`config.mk`:
```
export PLATFORM = sky130hd
export DESIGN_NAME = usb_tx_endpoint_one
export DESIGN_NICKNAME = d
export VERILOG_FILES = /design/src/pkg/usb_tx_endpoint_one_pkg.sv /design/src/pkg/byte_fifo_if.sv /design/src/design/tx_byte_fifo.sv /design/src/design/usb_tx_endpoint_one.sv
export SDC_FILE = /design/constraint.sdc
export NUM_CORES = 1
export LEC_CHECK = 0
export BUFFER_PORTS_ARGS = -buffer_cell sky130_fd_sc_hd__buf_2
export CAP_MARGIN = 10
export CORE_ASPECT_RATIO = 0.8
export CORE_UTILIZATION = 46
export DETAILED_ROUTE_END_ITERATION = 7
export GPL_TIMING_DRIVEN = 0
export PLACE_DENSITY = 0.75
export SLEW_MARGIN = 5
export SYNTH_ARGS = -nofsm -noshare
export SYNTH_HDL_FRONTEND = slang
export SYNTH_SLANG_ARGS = --single-unit
```
`constraint.sdc`:
```
create_clock -name clk_i -period 3.95 [get_ports clk_i]
set_clock_uncertainty 0.1 [all_clocks]
set_input_delay 0.9875 -clock clk_i [delete_from_list [all_inputs] [get_ports clk_i]]
set_output_delay 0.9875 -clock clk_i [all_outputs]
set_load 0.01 [all_outputs]
```
`src/pkg/usb_tx_endpoint_one_pkg.sv`:
```
// Purpose: Shared constants and types for the endpoint one transmit logic.
// Assumes: Byte-wide payload stream and a 16-bit core register bus.
// Notes: Register offsets are full core bus byte addresses.
package usb_tx_endpoint_one_pkg;

  // --------------------------------------------------------------------
  // Register map
  // --------------------------------------------------------------------
  localparam logic [31:0] CONFIG_ADDR = 32'h5000_1850;
  localparam logic [31:0] FIFO_PORT_ADDR = 32'h5000_1852;
  localparam logic [31:0] STATUS_ADDR = 32'h5000_1854;
  localparam int CFG_STALL_BIT = 7;
  localparam int CFG_ISO_BIT = 5;
  localparam int CFG_ACTIVE_BIT = 4;
  localparam int STAT_UNDERFLOW_BIT = 7;
  localparam int STAT_ACK_BIT = 6;
  localparam int STAT_DONE_BIT = 5;
  localparam logic [4:0] FREE_COUNT_MAX = 5'h1f;
  localparam int TX_FIFO_DEPTH = 32;

  // --------------------------------------------------------------------
  // Packet identifiers and CRC
  // --------------------------------------------------------------------
  localparam logic [3:0] PID_OUT = 4'h1;
  localparam logic [3:0] PID_IN = 4'h9;
  localparam logic [3:0] PID_SETUP = 4'hd;
  localparam logic [3:0] PID_DATA0 = 4'h3;
  localparam logic [3:0] PID_DATA1 = 4'hb;
  localparam logic [3:0] PID_ACK = 4'h2;
  localparam logic [3:0] PID_NAK = 4'ha;
  localparam logic [3:0] PID_STALL = 4'he;
  localparam logic [15:0] CRC_INIT = 16'hffff;
  localparam logic [15:0] CRC_POLY_REFLECTED = 16'ha001;

  // --------------------------------------------------------------------
  // Transmit sequencer states
  // --------------------------------------------------------------------
  typedef enum logic [7:0] {
    TX_IDLE = 8'h01,
    TX_PID = 8'h02,
    TX_DATA = 8'h04,
    TX_CRC_LO = 8'h08,
    TX_CRC_HI = 8'h10,
    TX_EOP = 8'h20,
    TX_STUFF = 8'h40,
    TX_WAIT_HS = 8'h80
  } tx_state_type;

endpackage

```
`src/pkg/byte_fifo_if.sv`:
```
// Purpose: Valid/ready carrier between the endpoint logic and its FIFO.
// Assumes: Both sides run on the same clock.
// Notes: Flush empties the buffer in one cycle.
`timescale 1ns/1ps
interface byte_fifo_if #(
  parameter int WIDTH = 8,
  parameter int DEPTH = 4
) ();
  logic push_valid;
  logic push_ready;
  logic [WIDTH-1:0] push_data;
  logic pop_valid;
  logic pop_ready;
  logic [WIDTH-1:0] pop_data;
  logic flush;
  logic [$clog2(DEPTH+1)-1:0] used;

  modport buffer (
    input push_valid, push_data, pop_ready, flush,
    output push_ready, pop_valid, pop_data, used
  );
  modport user (
    output push_valid, push_data, pop_ready, flush,
    input push_ready, pop_valid, pop_data, used
  );
endinterface

```
`src/design/tx_byte_fifo.sv`:
```
// Purpose: Parameterised synchronous FIFO for transmit payload bytes.
// Assumes: Single clock, synchronous active-high reset.
// Notes: A push while full is refused through push_ready.
`timescale 1ns/1ps
module tx_byte_fifo #(
  parameter int WIDTH = 8,
  parameter int DEPTH = 4
) (
  // Clock and reset.
  input wire logic clk_i,
  input wire logic sys_rst_i,
  // Buffer side of the carrier.
  byte_fifo_if.buffer fifo
);
  localparam int AW = (DEPTH > 1) ? $clog2(DEPTH) : 1;
  localparam int CW = $clog2(DEPTH + 1);

  typedef struct packed {
    logic [DEPTH-1:0][WIDTH-1:0] mem;
    logic [AW-1:0] wr_ptr;
    logic [AW-1:0] rd_ptr;
    logic [CW-1:0] count;
  } fifo_state_type;

  fifo_state_type s_q, s_d;
  logic do_push;
  logic do_pop;

  // Honest full and empty come straight from the occupancy count.
  assign fifo.push_ready = (s_q.count != CW'(DEPTH));
  assign fifo.pop_valid = (s_q.count != '0);
  assign fifo.pop_data = s_q.mem[s_q.rd_ptr];
  assign fifo.used = s_q.count;
  assign do_push = fifo.push_valid && fifo.push_ready;
  assign do_pop = fifo.pop_ready && fifo.pop_valid;

  // Next state: pointers wrap at DEPTH so any depth works.
  always_comb begin
    s_d = s_q;
    if (do_push) begin
      s_d.mem[s_q.wr_ptr] = fifo.push_data;
      s_d.wr_ptr = (s_q.wr_ptr == AW'(DEPTH - 1)) ? '0 : AW'(s_q.wr_ptr + 1'b1);
    end
    if (do_pop) begin
      s_d.rd_ptr = (s_q.rd_ptr == AW'(DEPTH - 1)) ? '0 : AW'(s_q.rd_ptr + 1'b1);
    end
    s_d.count = CW'(s_q.count + CW'(do_push) - CW'(do_pop));
    if (fifo.flush) begin
      s_d.wr_ptr = '0;
      s_d.rd_ptr = '0;
      s_d.count = '0;
    end
  end

  // State register.
  always_ff @(posedge clk_i) begin
    if (sys_rst_i) begin
      s_q <= '0;
    end else begin
      s_q <= s_d;
    end
  end
endmodule

```
`src/design/usb_tx_endpoint_one.sv`:
```
// Purpose: Configuration, status and transmit sequencing for endpoint one.
// Assumes: Token, frame and handshake inputs come from on-chip logic on clk_i.
// Notes: Bus read data appears one cycle after the read strobe.
`timescale 1ns/1ps
module usb_tx_endpoint_one #(
  parameter int FIFO_DEPTH = usb_tx_endpoint_one_pkg::TX_FIFO_DEPTH
) (
  // Clock and reset.
  input wire logic clk_i,
  input wire logic sys_rst_i,
  // Core register bus.
  input wire logic [31:0] bus_addr_i,
  input wire logic bus_wr_i,
  input wire logic bus_rd_i,
  input wire logic [15:0] bus_wdata_i,
  output logic [15:0] bus_rdata_o,
  output logic tx_fifo_ready_o,
  // Settings held in neighbouring registers.
  input wire logic [6:0] function_address_i,
  input wire logic tx_enable_i,
  input wire logic rx_enable_i,
  input wire logic toggle_i,
  input wire logic last_byte_i,
  input wire logic iso_frame_match_bypass_i,
  input wire logic test_mode_i,
  // Token and frame events from the receive side.
  input wire logic token_valid_i,
  input wire logic [3:0] token_pid_i,
  input wire logic [6:0] token_addr_i,
  input wire logic [3:0] token_endpoint_i,
  input wire logic sof_i,
  input wire logic frame_lsb_i,
  input wire logic host_ack_i,
  input wire logic host_timeout_i,
  // Outgoing byte stream to the serialiser.
  output logic tx_valid_o,
  output logic [7:0] tx_data_o,
  input wire logic tx_ready_i,
  output logic tx_stuff_err_o,
  output logic tx_eop_o,
  // Handshake request to the serialiser.
  output logic handshake_valid_o,
  output logic [3:0] handshake_pid_o
);
  // --------------------------------------------------------------------
  // State
  // --------------------------------------------------------------------
  typedef struct packed {
    usb_tx_endpoint_one_pkg::tx_state_type state;
    logic stall;
    logic iso;
    logic endpoint_active;
    logic [3:0] endpoint_number;
    logic tx_underflow_flag;
    logic ack_status;
    logic tx_done;
    logic iso_sent;
    logic [15:0] crc;
    logic out_valid;
    logic [7:0] out_data;
    logic eop;
    logic stuff_err;
    logic hs_valid;
    logic [3:0] hs_pid;
    logic [15:0] rdata;
  } endpoint_state_type;

  endpoint_state_type s_q, s_d;
  byte_fifo_if #(.WIDTH(8), .DEPTH(FIFO_DEPTH)) fifo ();

  logic token_match;
  logic frame_ok;
  logic can_load;
  logic tx_pop;
  logic bus_pop;
  logic [4:0] tx_free_count;
  logic [3:0] data_pid;
  int unsigned free_bytes;

  // --------------------------------------------------------------------
  // Payload FIFO
  // --------------------------------------------------------------------
  tx_byte_fifo #(
    .WIDTH(8),
    .DEPTH(FIFO_DEPTH)
  ) u_fifo (
    .clk_i(clk_i),
    .sys_rst_i(sys_rst_i),
    .fifo(fifo.buffer)
  );

  // Firmware pushes payload bytes only; a write while full is dropped.
  assign fifo.push_valid = bus_wr_i && (bus_addr_i == usb_tx_endpoint_one_pkg::FIFO_PORT_ADDR);
  assign fifo.push_data = bus_wdata_i[7:0];
  assign fifo.pop_ready = tx_pop || bus_pop;
  assign tx_fifo_ready_o = fifo.push_ready;

  // Free space saturates so a deep FIFO still fits the five-bit field.
  assign free_bytes = FIFO_DEPTH - int'(fifo.used);
  assign tx_free_count = (free_bytes > 31) ? usb_tx_endpoint_one_pkg::FREE_COUNT_MAX
                         : 5'(free_bytes);

  // Address match only counts while the endpoint is active.
  assign token_match = token_valid_i && s_q.endpoint_active
                       && token_addr_i == function_address_i
                       && token_endpoint_i == s_q.endpoint_number;

  // An iso packet may go out only in its scheduled frame unless bypassed.
  assign frame_ok = iso_frame_match_bypass_i || (frame_lsb_i == toggle_i);
  assign can_load = !s_q.out_valid || tx_ready_i;
  assign data_pid = (s_q.iso || !toggle_i) ? usb_tx_endpoint_one_pkg::PID_DATA0
                    : usb_tx_endpoint_one_pkg::PID_DATA1;

  // CRC16 over one byte, least significant bit first as sent on the wire.
  function automatic logic [15:0] crc16_byte(input logic [15:0] crc_in, input logic [7:0] data);
    logic [15:0] c;
    c = crc_in;
    for (int i = 0; i < 8; i++) begin
      if (c[0] ^ data[i]) begin
        c = (c >> 1) ^ usb_tx_endpoint_one_pkg::CRC_POLY_REFLECTED;
      end else begin
        c = c >> 1;
      end
    end
    return c;
  endfunction

  // --------------------------------------------------------------------
  // Next-state logic
  // --------------------------------------------------------------------
  // Register effects come first so that any hardware set later wins.
  always_comb begin
    s_d = s_q;
    tx_pop = 1'b0;
    bus_pop = 1'b0;
    fifo.flush = 1'b0;
    s_d.eop = 1'b0;
    s_d.stuff_err = 1'b0;
    s_d.hs_valid = 1'b0;
    if (tx_ready_i) begin
      s_d.out_valid = 1'b0;
    end
    if (bus_wr_i && bus_addr_i == usb_tx_endpoint_one_pkg::CONFIG_ADDR) begin
      s_d.stall = bus_wdata_i[usb_tx_endpoint_one_pkg::CFG_STALL_BIT];
      s_d.iso = bus_wdata_i[usb_tx_endpoint_one_pkg::CFG_ISO_BIT];
      s_d.endpoint_active = bus_wdata_i[usb_tx_endpoint_one_pkg::CFG_ACTIVE_BIT];
      s_d.endpoint_number = bus_wdata_i[3:0];
    end
    if (bus_rd_i) begin
      s_d.rdata = 16'h0000;
      case (bus_addr_i)
        usb_tx_endpoint_one_pkg::CONFIG_ADDR: begin
          s_d.rdata = {8'h00, s_q.stall, 1'b0, s_q.iso, s_q.endpoint_active,
                       s_q.endpoint_number};
        end
        usb_tx_endpoint_one_pkg::FIFO_PORT_ADDR: begin
          // Read-back is a test aid only; it must not steal bytes mid-packet.
          if (test_mode_i && s_q.state == usb_tx_endpoint_one_pkg::TX_IDLE) begin
            s_d.rdata = {8'h00, fifo.pop_data};
            bus_pop = fifo.pop_valid;
          end
        end
        usb_tx_endpoint_one_pkg::STATUS_ADDR: begin
          s_d.rdata = {8'h00, s_q.tx_underflow_flag, s_q.ack_status, s_q.tx_done,
                       tx_free_count};
          s_d.tx_underflow_flag = 1'b0;
          s_d.ack_status = 1'b0;
          s_d.tx_done = 1'b0;
        end
        default: begin
          s_d.rdata = 16'h0000;
        end
      endcase
    end
    case (s_q.state)
      usb_tx_endpoint_one_pkg::TX_IDLE: begin
        // A missed iso frame is discarded at the next frame start.
        if (sof_i) begin
          s_d.iso_sent = 1'b0;
          if (s_q.iso && tx_enable_i && frame_ok && !s_q.iso_sent) begin
            s_d.ack_status = 1'b0;
            fifo.flush = 1'b1;
            s_d.tx_done = 1'b1;
          end
        end
        if (token_match && token_pid_i == usb_tx_endpoint_one_pkg::PID_IN) begin
          if (s_q.stall && tx_enable_i) begin
            s_d.hs_valid = 1'b1;
            s_d.hs_pid = usb_tx_endpoint_one_pkg::PID_STALL;
            s_d.tx_done = 1'b1;
          end else if (tx_enable_i && (!s_q.iso || frame_ok)
                       && (fifo.pop_valid || last_byte_i)) begin
            s_d.state = usb_tx_endpoint_one_pkg::TX_PID;
          end else if (!s_q.iso) begin
            s_d.hs_valid = 1'b1;
            s_d.hs_pid = usb_tx_endpoint_one_pkg::PID_NAK;
          end
        end else if (token_match && token_pid_i == usb_tx_endpoint_one_pkg::PID_OUT) begin
          if (s_q.stall && rx_enable_i) begin
            s_d.hs_valid = 1'b1;
            s_d.hs_pid = usb_tx_endpoint_one_pkg::PID_STALL;
          end
        end
        // SETUP and foreign tokens get nothing from this endpoint.
      end
      usb_tx_endpoint_one_pkg::TX_PID: begin
        if (can_load) begin
          s_d.out_valid = 1'b1;
          s_d.out_data = {~data_pid, data_pid};
          s_d.crc = usb_tx_endpoint_one_pkg::CRC_INIT;
          s_d.state = usb_tx_endpoint_one_pkg::TX_DATA;
        end
      end
      usb_tx_endpoint_one_pkg::TX_DATA: begin
        if (can_load) begin
          if (fifo.pop_valid) begin
            tx_pop = 1'b1;
            s_d.out_valid = 1'b1;
            s_d.out_data = fifo.pop_data;
            s_d.crc = crc16_byte(s_q.crc, fifo.pop_data);
          end else if (last_byte_i) begin
            s_d.state = usb_tx_endpoint_one_pkg::TX_CRC_LO;
          end else begin
            s_d.state = usb_tx_endpoint_one_pkg::TX_STUFF;
          end
        end
      end
      usb_tx_endpoint_one_pkg::TX_CRC_LO: begin
        if (can_load) begin
          s_d.out_valid = 1'b1;
          s_d.out_data = ~s_q.crc[7:0];
          s_d.state = usb_tx_endpoint_one_pkg::TX_CRC_HI;
        end
      end
      usb_tx_endpoint_one_pkg::TX_CRC_HI: begin
        if (can_load) begin
          s_d.out_valid = 1'b1;
          s_d.out_data = ~s_q.crc[15:8];
          s_d.state = usb_tx_endpoint_one_pkg::TX_EOP;
        end
      end
      usb_tx_endpoint_one_pkg::TX_STUFF: begin
        // Wait for the last good byte to leave before corrupting the packet.
        if (!s_q.out_valid) begin
          s_d.stuff_err = 1'b1;
          s_d.tx_underflow_flag = 1'b1;
          s_d.state = usb_tx_endpoint_one_pkg::TX_EOP;
        end
      end
      usb_tx_endpoint_one_pkg::TX_EOP: begin
        if (!s_q.out_valid) begin
          s_d.eop = 1'b1;
          if (s_q.iso) begin
            s_d.iso_sent = 1'b1;
            s_d.ack_status = 1'b1;
            s_d.tx_done = 1'b1;
            s_d.state = usb_tx_endpoint_one_pkg::TX_IDLE;
          end else begin
            s_d.state = usb_tx_endpoint_one_pkg::TX_WAIT_HS;
          end
        end
      end
      usb_tx_endpoint_one_pkg::TX_WAIT_HS: begin
        if (host_ack_i) begin
          s_d.ack_status = 1'b1;
          s_d.tx_done = 1'b1;
          s_d.state = usb_tx_endpoint_one_pkg::TX_IDLE;
        end else if (host_timeout_i) begin
          s_d.ack_status = 1'b0;
          s_d.tx_done = 1'b1;
          s_d.state = usb_tx_endpoint_one_pkg::TX_IDLE;
        end
      end
      default: begin
        s_d.state = usb_tx_endpoint_one_pkg::TX_IDLE;
      end
    endcase
  end

  // --------------------------------------------------------------------
  // State register and outputs
  // --------------------------------------------------------------------
  always_ff @(posedge clk_i) begin
    if (sys_rst_i) begin
      s_q <= '0;
      s_q.state <= usb_tx_endpoint_one_pkg::TX_IDLE;
    end else begin
      s_q <= s_d;
    end
  end

  // All outputs but tx_fifo_ready_o come straight from the state register.
  assign bus_rdata_o = s_q.rdata;
  assign tx_valid_o = s_q.out_valid;
  assign tx_data_o = s_q.out_data;
  assign tx_stuff_err_o = s_q.stuff_err;
  assign tx_eop_o = s_q.eop;
  assign handshake_valid_o = s_q.hs_valid;
  assign handshake_pid_o = s_q.hs_pid;
endmodule

```
; Word-level counts from Yosys, hierarchy flattened
; Cells that the tools add are included.
[word_totals]
out_inout_bits = 33
register_bits = 339
[op_classes]
add_sub_neg = 5
n_lt_le_gt_ge = 4
mux = 93
reduce_logical = 43
eq_ne = 35
bitwise = 22
[ops]
columns = op, n
row1 = 16-bit 2-to-1 mux, 29
row2 = 256-bit bitwise mux, 1
row3 = 8-bit 2-to-1 mux, 16
row4 = 32-bit by 31-bit equality test with 1-bit output (second input constant), 3
row5 = 25-bit 2-to-1 mux, 3
row6 = 8-bit case mux with 8 select lines, 1
row7 = 16-bit case mux with 3 select lines, 1
row8 = 5-bit 2-to-1 mux, 9
row9 = 8-bit binary-select mux with 5-bit select, 1
row10 = 8-bit demux with 5-bit select, 1
row11 = 9-bit case mux with 4 select lines, 1
row12 = 32-bit by 5-bit greater-than comparator with 1-bit output (second input constant), 1
row13 = 16-bit case mux with 2 select lines, 1
row14 = 2-bit NOT with 3-bit output, 8
row15 = 2-bit != test (second input constant), 11
row16 = 1-bit logical AND, 18
row17 = 9-bit 2-to-1 mux, 2
row18 = 8-bit NOT, 2
row19 = 1-bit 2-to-1 mux, 15
row20 = 3-bit 2-to-1 mux, 5
row21 = 5-bit by 6-bit less-than comparator with 1-bit output (second input constant), 2
row22 = 11-bit AND reduction, 1
row23 = 5-bit by 1-bit adder with 5-bit output (second input constant), 2
row24 = 5-bit equality test (second input constant), 2
row25 = other kinds (38), 66

; Depth between registers and ports, before layout
; Gate-level depths: netlist of the first run.
[logic_depth]
depth_word = 42
depth_mapped = 18
ltp_nobuf = 17

; By module
; A second synthesis of the first run with hierarchy kept.
[hier_totals]
cells_unflattened = 1582
hier_area_um2 = 16159.2
[modules_own_cells]
columns = module, area_each_um2, n_inst, cells_each, seq_area_each_um2
row1 = tx_byte_fifo, 12537.0, 1, 1171, 5445.2
row2 = usb_tx_endpoint_one, 3622.2, 1, 411, 1141.1

; Worst setup path after synthesis of the first run
; No wires, ideal clock.
[synth_path]
path_kind = input to register
from = input port bus_addr_i[13]
to = register u_fifo.s_q, in the netlist u_fifo.fifo.used[4]
setup_slack_ns = 0.292
cell_stages = 16
t_arrival_ns = 3.430
t_required_ns = 3.722
cell_sequence = nor4b_1 nand4_1 nor3_1 nand4_1 nor2_1 nor2_1 inv_1 ha_1 inv_1 ha_1 inv_1 fa_1 o21bai_1 a21oi_1 xnor2_1 nor2_1
[synth_between]
elab_chain_cells = 6
[synth_rtl]
columns = element, line_no
row1 = start: declaration, usb_tx_endpoint_one.sv:12  ; input wire logic [31:0] bus_addr_i,
row2 = 32-bit by 31-bit equality test with 1-bit output, usb_tx_endpoint_one.sv:151  ; case (bus_addr_i)
row3 = 1-bit 2-to-1 mux, usb_tx_endpoint_one.sv:151
row4 = 1-bit 2-to-1 mux, usb_tx_endpoint_one.sv:149  ; if (bus_rd_i) begin
row5 = 1-bit logical OR, usb_tx_endpoint_one.sv:95  ; assign fifo.pop_ready = tx_pop || bus_pop;
row6 = 1-bit logical AND, tx_byte_fifo.sv:35  ; assign do_pop = fifo.pop_ready && fifo.pop_valid;
row7 = via u_fifo.do_pop, tx_byte_fifo.sv:27  ; logic do_pop;
row8 = 6-bit by 1-bit subtractor with 6-bit output, tx_byte_fifo.sv:47  ; s_d.count = CW'(s_q.count + CW'(do_push) - CW'(do_pop));
row9 = end signal: assignment, tx_byte_fifo.sv:58  ; s_q <= '0;
row10 = end signal: assignment, tx_byte_fifo.sv:60  ; s_q <= s_d;
row11 = end: declaration, tx_byte_fifo.sv:25  ; fifo_state_type s_q, s_d;
; The timed path passes the listed nets, and every way through them passes these cells.
; A chain may end at the register's enable or synchronous reset.

; Final worst setup path of the first run
[layout_path]
from = register u_fifo.s_q[8] (netlist bit)
to = register s_q[47] (netlist bit)
[layout_between]
elab_chain_cells = 42
[layout_rtl]
columns = element, line_no
row1 = 8-bit binary-select mux with 5-bit select *, tx_byte_fifo.sv:32  ; assign fifo.pop_data = s_q.mem[s_q.rd_ptr];
row2 = 8-bit 2-to-1 mux (implied by the code) *, tx_byte_fifo.sv:32
row3 = 1-bit bitwise XOR, usb_tx_endpoint_one.sv:119  ; if (c[0] ^ data[i]) begin
row4 = 16-bit 2-to-1 mux, usb_tx_endpoint_one.sv:119
row5 = 16-bit 2-to-1 mux, usb_tx_endpoint_one.sv:216  ; if (fifo.pop_valid) begin
row6 = 16-bit 2-to-1 mux, usb_tx_endpoint_one.sv:215  ; if (can_load) begin
row7 = 16-bit 2-to-1 mux, usb_tx_endpoint_one.sv:175  ; case (s_q.state)
row8 = 1-bit bitwise XOR, usb_tx_endpoint_one.sv:119
row9 = (+26 left out), --
row10 = 16-bit 2-to-1 mux, usb_tx_endpoint_one.sv:216
row11 = 16-bit 2-to-1 mux, usb_tx_endpoint_one.sv:215
row12 = 16-bit 2-to-1 mux, usb_tx_endpoint_one.sv:175
row13 = 1-bit bitwise XOR *, usb_tx_endpoint_one.sv:119
row14 = 16-bit 2-to-1 mux *, usb_tx_endpoint_one.sv:119
row15 = 25-bit 2-to-1 mux *, usb_tx_endpoint_one.sv:216
row16 = 25-bit 2-to-1 mux *, usb_tx_endpoint_one.sv:215
row17 = 16-bit case mux with 2 select lines *, usb_tx_endpoint_one.sv:175
row18 = end: declaration, usb_tx_endpoint_one.sv:68  ; endpoint_state_type s_q, s_d;
; Every way passes the cells marked *; elsewhere a longest branch is shown, timed or not. The select of a mux whose other input is x is not followed.

==> results of run 1 <==
==> Yosys cell counts (all sizes together) (13+ instances only) <==
| cell | number |
|---|---|
| xnor2 | 28 |
| nand3 | 18 |
| and2 | 27 |
| ha | 19 |
| nor2 | 84 |
| a211oi | 13 |
| clkbuf | 101 |
| a22oi | 19 |
| dfxtp | 329 |
| a21oi | 307 |
| nand2 | 591 |
| inv | 23 |
| o21ai | 24 |
| mux4 | 52 |
| buf | 51 |
| mux2i | 38 |
==> metal layers <==
| metal | wire length [um] | vias up |
|---|---|---|
| li1 | - | 6687 |
| met4 | 2110 | 0 |
| met5 | 0 | - |
| met3 | 7850 | 175 |
| met2 | 22000 | 956 |
| met1 | 21500 | 7095 |
==> logic make-up after synthesis <==
group,Yosys count
flip-flops,329
adder cells (fa/ha/maj),20
buffers and inverters,176
AND/OR/NAND/NOR,809
other,1
XOR/XNOR,41
multiplexers,92
AO/OA/AOI/OAI,416
==> flip-flops by register name (all words and copies together), names as in the netlist <==
signal / count
tx_stuff_err_o: 1
handshake_valid_o: 1
u_fifo.s_q: 266
tx_eop_o: 1
handshake_pid_o: 2
u_fifo.fifo.used: 6
tx_data_o: 8
s_q: 35
tx_valid_o: 1
bus_rdata_o: 8
==> cell type report <==
cell class	count	area, sq um	area share, %
plain buffers	151	790	4.45
well taps	427	534	3.01
inverters	24	90.1	0.508
multi-input cells	1387	8150	46.0
repair buffers	95	483	2.72
diodes	1	2.50	0.0141
flip-flops and latches	329	6590	37.2
clock buffers	49	1020	5.75
clock inverters	9	73.8	0.416
==> worst max-delay path, stage by stage, from the launching register on <==
cell and delay (ns):
dfxtp_1 0.30, buf_4 0.23, buf_4 0.30, buf_2 0.33, clkbuf_4 0.33, mux4_2 0.34, a22oi_1 0.39, a22oi_2 0.26
xnor2_1 0.32, xnor2_1 0.19, xnor3_2 0.33, xnor2_1 0.15, a211oi_1 0.22
==> cell usage in the layout (no fill, tap or decap), types with 5 or more instances in the layout <==
| master | n |
|---|---|
| nand2_1 | 591 |
| dfxtp_1 | 329 |
| a21oi_1 | 304 |
| clkbuf_1 | 104 |
| buf_2 | 95 |
| nor2_1 | 81 |
| mux4_2 | 52 |
| buf_4 | 39 |
| mux2i_1 | 37 |
| clkbuf_16 | 35 |
| xnor2_1 | 27 |
| and2_1 | 26 |
| inv_1 | 23 |
| o21ai_0 | 23 |
| ha_1 | 19 |
| a22oi_1 | 18 |
| nand3_1 | 16 |
| o22ai_1 | 11 |
| xor2_1 | 11 |
| nor4_1 | 10 |
| nor3_1 | 10 |
| a211oi_1 | 9 |
| conb_1 | 9 |
| clkbuf_8 | 9 |
| nand4_1 | 8 |
| nand3b_1 | 8 |
| nand2b_1 | 7 |
| o221a_2 | 7 |
| clkinv_2 | 7 |
| o221ai_1 | 6 |
| a31oi_1 | 6 |
| or3_1 | 5 |
| buf_6 | 5 |
| nor2b_1 | 5 |
| nor3b_1 | 5 |
| a222oi_1 | 5 |
==> how the worst max path moves through the flow <==
| stage | endpoint | depth (start not counted) | slack [ns] | from |
|---|---|---|---|---|
| after floorplan | u_fifo.fifo.used[4] | 16 | 0.29 | bus_addr_i[13] |
| after global placement | u_fifo.s_q[197] | 11 | -0.72 | bus_addr_i[15] |
| after detailed placement | u_fifo.s_q[197] | 11 | -0.84 | bus_addr_i[15] |
| after CTS | u_fifo.fifo.used[4] | 17 | 0.03 | bus_addr_i[15] |
| after global routing | s_q[47] | 11 | -0.009 | u_fifo.s_q[6] |
| final | s_q[47] | 12 | 0.09 | u_fifo.s_q[8] |
==> per-stage QoR <==
| step | std cells | power [mW] | setup WS [ns] | hold WS [ns] |
|---|---|---|---|---|
| after floorplan | 1892 | 3.93 | 0.292 | 0.329 |
| after global placement | 2411 | 4.11 | -0.717 | 0.335 |
| after detailed placement | 2411 | 4.12 | -0.839 | 0.342 |
| after CTS | 2472 | 7.26 | 0.0258 | 0.350 |
| after global routing | 2471 | 7.47 | -0.00877 | 0.365 |
| final | 2472 | 7.29 | 0.0949 | 0.349 |
==> where the power goes <==
group / internal (mW) / leakage (nW) / switching [mW] / total [mW]
Clock: 1.85 / 0.548 / 1.37 / 3.22
Sequential: 3.37 / 2.65 / 0.0539 / 3.42
Combinational: 0.254 / 2.75 / 0.400 / 0.654
==> what timing repair did <==
action	in CTS	in global routing
resized for setup	20	20
cloned	0	0
buffers inserted	3	0
hold buffers	0	0
setup endpoints to repair	100	102
==> results.sh, run 1 <==
export IMPL_synth_simple_area_share_pct=22.1
export IMPL_p_leak_nw=5.95
export IMPL_synth_top_area_share_pct=42.7
export IMPL_placedInstanceArea_sq_um=16500
export IMPL_synth_xor_area_share_pct=2.57
export IMPL_wirelength_um=53400
export IMPL_yosys_warnings=0
export IMPL_drive_gt1_share_pct=14.2
export IMPL_worstHoldEndpoint="u_fifo.s_q[84]"
export IMPL_grt_pass1_wl_um=80700
export IMPL_max_cap_violations=0
export IMPL_setup_viol=0
export IMPL_die_h_um=166
export IMPL_start_util_pct=47.1
export IMPL_core_area_sq_um=32800
export IMPL_synthCells=1884
export IMPL_violations="design-rule violations"
export IMPL_required_ns=4.30
export IMPL_status="finished, violations left"
export IMPL_synth_ff_type="dfxtp_1"
export IMPL_synth_area_sq_um=15400
export IMPL_path_clk_slew_ns=0.06
export IMPL_synth_async_reset_ratio_pct=0
export IMPL_startpoint_type="register"
export IMPL_slew_limit_headroom_pct=34.5
export IMPL_grt_util_met1_pct=43.7
export IMPL_cts_htree_levels=2
export IMPL_avgSynthCellArea_sq_um=8.19
export IMPL_dr_pass1_iters=8
export IMPL_worst_pin_slew_ns=0.974
export IMPL_final_util_pct=54.1
export IMPL_period_share_pct=97.6
export IMPL_min_period_ns=3.86
export IMPL_fp_dieW_um=207
export IMPL_place_congestion=1.09
export IMPL_cp_end_kind="register"
export IMPL_grt_overflow=0
export IMPL_worstPathMaxFanout=10
export IMPL_use_met2_pct=42.4
export IMPL_synth_area_leaders="dfxtp_1 (43%), nand2_1 (14%), a21oi_1 (10%), mux4_2 (7.6%), mux2i_1 (2.5%)"
export IMPL_crit_type="reg -> reg"
export IMPL_hold_depth=2
export IMPL_syn_to_final_growth_pct=14.8
export IMPL_grt_busiest_layer="met1"
export IMPL_grt_pass1_vias=14000
export IMPL_cts_buffer_depth=3
export IMPL_synth_distinct_cells=66
export IMPL_cts_made_buffers=34
export IMPL_finalHoldViolCount=0
export IMPL_peakVddDrop_mv=0.322
export IMPL_cts_tree="done"
export IMPL_num_fill_cells=2960
export IMPL_worstHoldPathType="reg -> reg"
export IMPL_synth_top_family_by_area="simple AND/OR/NAND/NOR gates"
export IMPL_wl_per_cell_um=21.6
export IMPL_grt_max_degree=15
export IMPL_clock_fmax_ghz=0.259
export IMPL_r2r_start="u_fifo.s_q[8]"
export IMPL_clock_sinks=329
export IMPL_final_antenna_net_count=0
export IMPL_reg2reg_to="s_q[47]"
export IMPL_crit_arrival_ns=4.21
export IMPL_synth_compound_area_share_pct=15.1
export IMPL_antenna_found_initial=0
export IMPL_io_pins=119
export IMPL_viasPerCell=6.03
export IMPL_seq_area_frac_synth_pct=42.7
export IMPL_hpwl_um=38400
export IMPL_dieArea_sq_um=34300
export IMPL_drt_initial_drc_count=2409
export IMPL_timing_final_max_slew_violations=0
export IMPL_final_nets=2128
export IMPL_powerDensity_nw_per_um2=411
export IMPL_hold_start="u_fifo.s_q[84]"
export IMPL_reg2reg_depth=12
export IMPL_tns_ns=0
export IMPL_synth_edff_count=0
export IMPL_io_buffers=92
export IMPL_insertion_delay_ns=0.54
export IMPL_vias=14900
export IMPL_synthMuxAreaShare_pct=10.2
export IMPL_cts_root_buf="clkbuf_16"
export IMPL_regToRegSetupSlack_ns=0.09
export IMPL_synthAdderAreaFrac_pct=1.67
export IMPL_drc=7
export IMPL_row_count=59
export IMPL_fin_area_sq_um=17700
export IMPL_synth_seq_cells=329
export IMPL_synth_top_cell_by_area="dfxtp_1"
export IMPL_met3_usage_pct=10.1
export IMPL_gr_usage_all_layers_pct=30.6
Note: power is estimated with default switching activity, not from simulation.
==> run 2, diff against run 1 <==
Settings changed: ABC_AREA set to 1.
Clock period 3.95 ns to 3.9 ns, I/O delays scaled along.
==> results.sh, run 2 <==
export IMPL_status="finished clean"
export IMPL_cts_htree_levels=2
export IMPL_startpoint_type="register"
export IMPL_die_h_um=166
export IMPL_postCtsHoldBufs=0
export IMPL_clock_fmax_ghz=0.263
export IMPL_worstHoldPathType="reg -> reg"
export IMPL_place_congestion=1.03
export IMPL_synth_area_leaders="dfxtp_1 (42%), o21ai_0 (11%), a21oi_1 (10%), nand2_1 (7.0%), nand3_1 (4.8%)"
export IMPL_grt_pass1_vias=15400
export IMPL_final_cell_mix="o21ai_0 (341), dfxtp_1 (328), a21oi_1 (318)"
export IMPL_insertion_delay_ns=0.54
export IMPL_synth_async_reset_ratio_pct=0
export IMPL_final_util_pct=54.5
export IMPL_clock_sinks=329
export IMPL_max_cap_violations=0
export IMPL_worst_pin_slew_ns=1.20
export IMPL_wirelength_um=60600
export IMPL_syn_to_final_growth_pct=15.4
export IMPL_hold_depth=2
export IMPL_cts_tree="done"
export IMPL_start_util_pct=47.2
export IMPL_synth_common_cells="o21ai_0 (341), dfxtp_1 (329), a21oi_1 (318), nand2_1 (289), nor2_1 (183)"
export IMPL_viasPerCell=6.21
export IMPL_synth_ff_type="dfxtp_1"
export IMPL_met2_wirelength_um=23600
export IMPL_drive_gt1_share_pct=12.8
export IMPL_layout_commonest_cell="o21ai_0"
export IMPL_largest_registers="u_fifo.s_q x266, s_q x35"
export IMPL_min_period_ns=3.81
export IMPL_synth_edff_count=0
export IMPL_powerDensity_nw_per_um2=459
export IMPL_path_clk_slew_ns=0.06
export IMPL_cts_buffer_depth=3
export IMPL_wl_met3_um=9270
export IMPL_dr_pass1_iters=7
export IMPL_placedInstanceArea_sq_um=16600
export IMPL_cts_root_buf="clkbuf_16"
export IMPL_setup_viol=0
export IMPL_io_pins=119
export IMPL_io_buffers=101
export IMPL_synth_simple_area_share_pct=19.7
export IMPL_reg2reg_to="s_q[45]"
export IMPL_grt_max_degree=14
export IMPL_hold_start="bus_rdata_o[1]"
export IMPL_synth_top_area_share_pct=42.3
export IMPL_synth_top_cell_by_area="dfxtp_1"
export IMPL_final_antenna_net_count=0
export IMPL_synthCells=2157
export IMPL_wl_per_cell_um=22.0
export IMPL_final_nets=2416
export IMPL_crit_type="reg -> reg"
export IMPL_synthAdderAreaFrac_pct=1.66
export IMPL_num_fill_cells=3099
export IMPL_slew_limit_headroom_pct=19.1
export IMPL_synth_xor_area_share_pct=0.708
export IMPL_seq_area_frac_synth_pct=42.3
export IMPL_synth_top_family_by_area="compound AO/OA/AOI/OAI gates"
export IMPL_vias=17100
export IMPL_synth_area_sq_um=15600
export IMPL_largest_register_ffs=266
export IMPL_crit_arrival_ns=4.13
export IMPL_row_count=59
export IMPL_dieArea_sq_um=34600
export IMPL_p_leak_nw=7.31
export IMPL_cp_end_kind="register"
export IMPL_finalHoldViolCount=0
export IMPL_yosysMostFrequentCell="o21ai_0"
export IMPL_worstHoldEndpoint="bus_rdata_o[1]"
export IMPL_gr_usage_all_layers_pct=33.9
export IMPL_drc=0
export IMPL_r2r_start="u_fifo.s_q[6]"
export IMPL_grt_overflow=0
export IMPL_rsz0062_at_grt="true"
export IMPL_synth_distinct_cells=47
export IMPL_reg2reg_depth=18
export IMPL_regToRegSetupSlack_ns=0.09
export IMPL_synth_compound_area_share_pct=26.5
export IMPL_hpwl_um=42900
export IMPL_fp_dieW_um=208
export IMPL_drt_initial_drc_count=2565
export IMPL_synth_seq_cells=329
export IMPL_period_share_pct=97.7
export IMPL_yosys_warnings=0
export IMPL_fin_area_sq_um=18000
export IMPL_core_area_sq_um=32900
export IMPL_antenna_found_initial=1
export IMPL_avgSynthCellArea_sq_um=7.21
export IMPL_required_ns=4.22
export IMPL_worstPathMaxFanout=10
export IMPL_m1WireLength_um=24900
export IMPL_timing_final_max_slew_violations=0
export IMPL_regMostFlops="u_fifo.s_q"
export IMPL_synthMuxAreaShare_pct=0
export IMPL_top_layer="met4"
export IMPL_cts_made_buffers=35
export IMPL_peakVddDrop_mv=0.368
export IMPL_grt_pass1_wl_um=90500
-- run 2: changes by cell type after synthesis, sizes merged, moves of 19 or more --
| cell | delta |
|---|---|
| nor2 | +102 |
| and2 | -27 |
| nand2 | -295 |
| o21ai | +343 |
| a22oi | -19 |
| buf | +27 |
| xnor2 | -26 |
| mux4 | -52 |
| inv | +117 |
| nand3 | +136 |
| mux2i | -38 |
-- run 2: through the flow --
step / cells / total power [mW] / worst slack, ns / hold WS [ns] / TNS (ns)
3_5_place_dp: 2693 / 4.90 / -0.368 / 0.356 / -25.55
2_1_floorplan: 2165 / 4.48 / 0.434 / 0.344 / 0
4_1_cts: 2748 / 8.14 / 0.00360 / 0.365 / 0
6_report: 2757 / 8.24 / 0.0907 / 0.370 / 0
3_3_place_gp: 2693 / 4.86 / -0.277 / 0.356 / -17.37
5_1_grt: 2755 / 8.48 / -0.00923 / 0.382 / -0.0228
-- run 2: what timing repair did --
item | CTS | global route
pin swaps | 0 | 8
endpoints found under the setup margin | 5 | 54
gates resized for setup | 8 | 46
setup buffers | 0 | 8
-- run 2: final cells by class --
class                      instances  area [sq um]  share of cell area, %
buffer                           173           912                   5.08
clock inverter                    10           111                  0.620
inverter                         143           544                   3.03
antenna                            2          5.00                 0.0279
sequential                       329          6590                   36.7
tap                              427           534                   2.98
multi-input combinational       1519          7700                   42.9
clock buffer                      45           993                   5.53
timing repair buffer             109           566                   3.15
-- run 2: power breakdown --
group          total, mW  internal (mW)  switching (mW)
clock network       3.32           1.92            1.40
registers           3.53           3.46          0.0685
logic               1.39          0.430           0.960
total               8.24           5.81            2.43
-- run 2: worst max-delay path, cell delays in order (launching register included) --
cell	delay (ns)
dfxtp_2	0.35
inv_2	0.08
buf_6	0.23
buf_6	0.19
clkbuf_4	0.31
buf_2	0.32
buf_2	0.34
o21ai_1	0.10
o221ai_1	0.25
nand3_1	0.16
o211ai_1	0.24
nand2_1	0.30
xor2_2	0.24
inv_1	0.10
nand3_1	0.10
nand3_1	0.10
nand3_1	0.09
nand2_1	0.07
inv_1	0.03
-- run 2: worst max path at each step --
stage,from,end,slack [ns],depth (start not counted)
after floorplan,bus_addr_i[17],u_fifo.fifo.used[4],0.43,19
after global placement,bus_addr_i[29],u_fifo.fifo.used[4],-0.28,22
after detailed placement,bus_addr_i[29],u_fifo.fifo.used[4],-0.37,22
after CTS,u_fifo.fifo.used[1],u_fifo.fifo.used[4],0.004,21
after global routing,bus_addr_i[29],u_fifo.s_q[87],-0.009,17
final,u_fifo.s_q[6],s_q[45],0.09,18
-- run 2: cell families after synthesis --
logic type	after synthesis
buf+inv	317
fa+ha+maj	20
other cells	1
simple gates	704
compound gates	776
flops	329
xor+xnor	10
-- run 2: layer usage --
metal | GRT usage [%] | up-vias
li1 | - | 7705
met1 | 47.8 | 7863
met2 | 45.9 | 1340
met3 | 11.0 | 226
met4 | 16.7 | 0
met5 | 0 | -
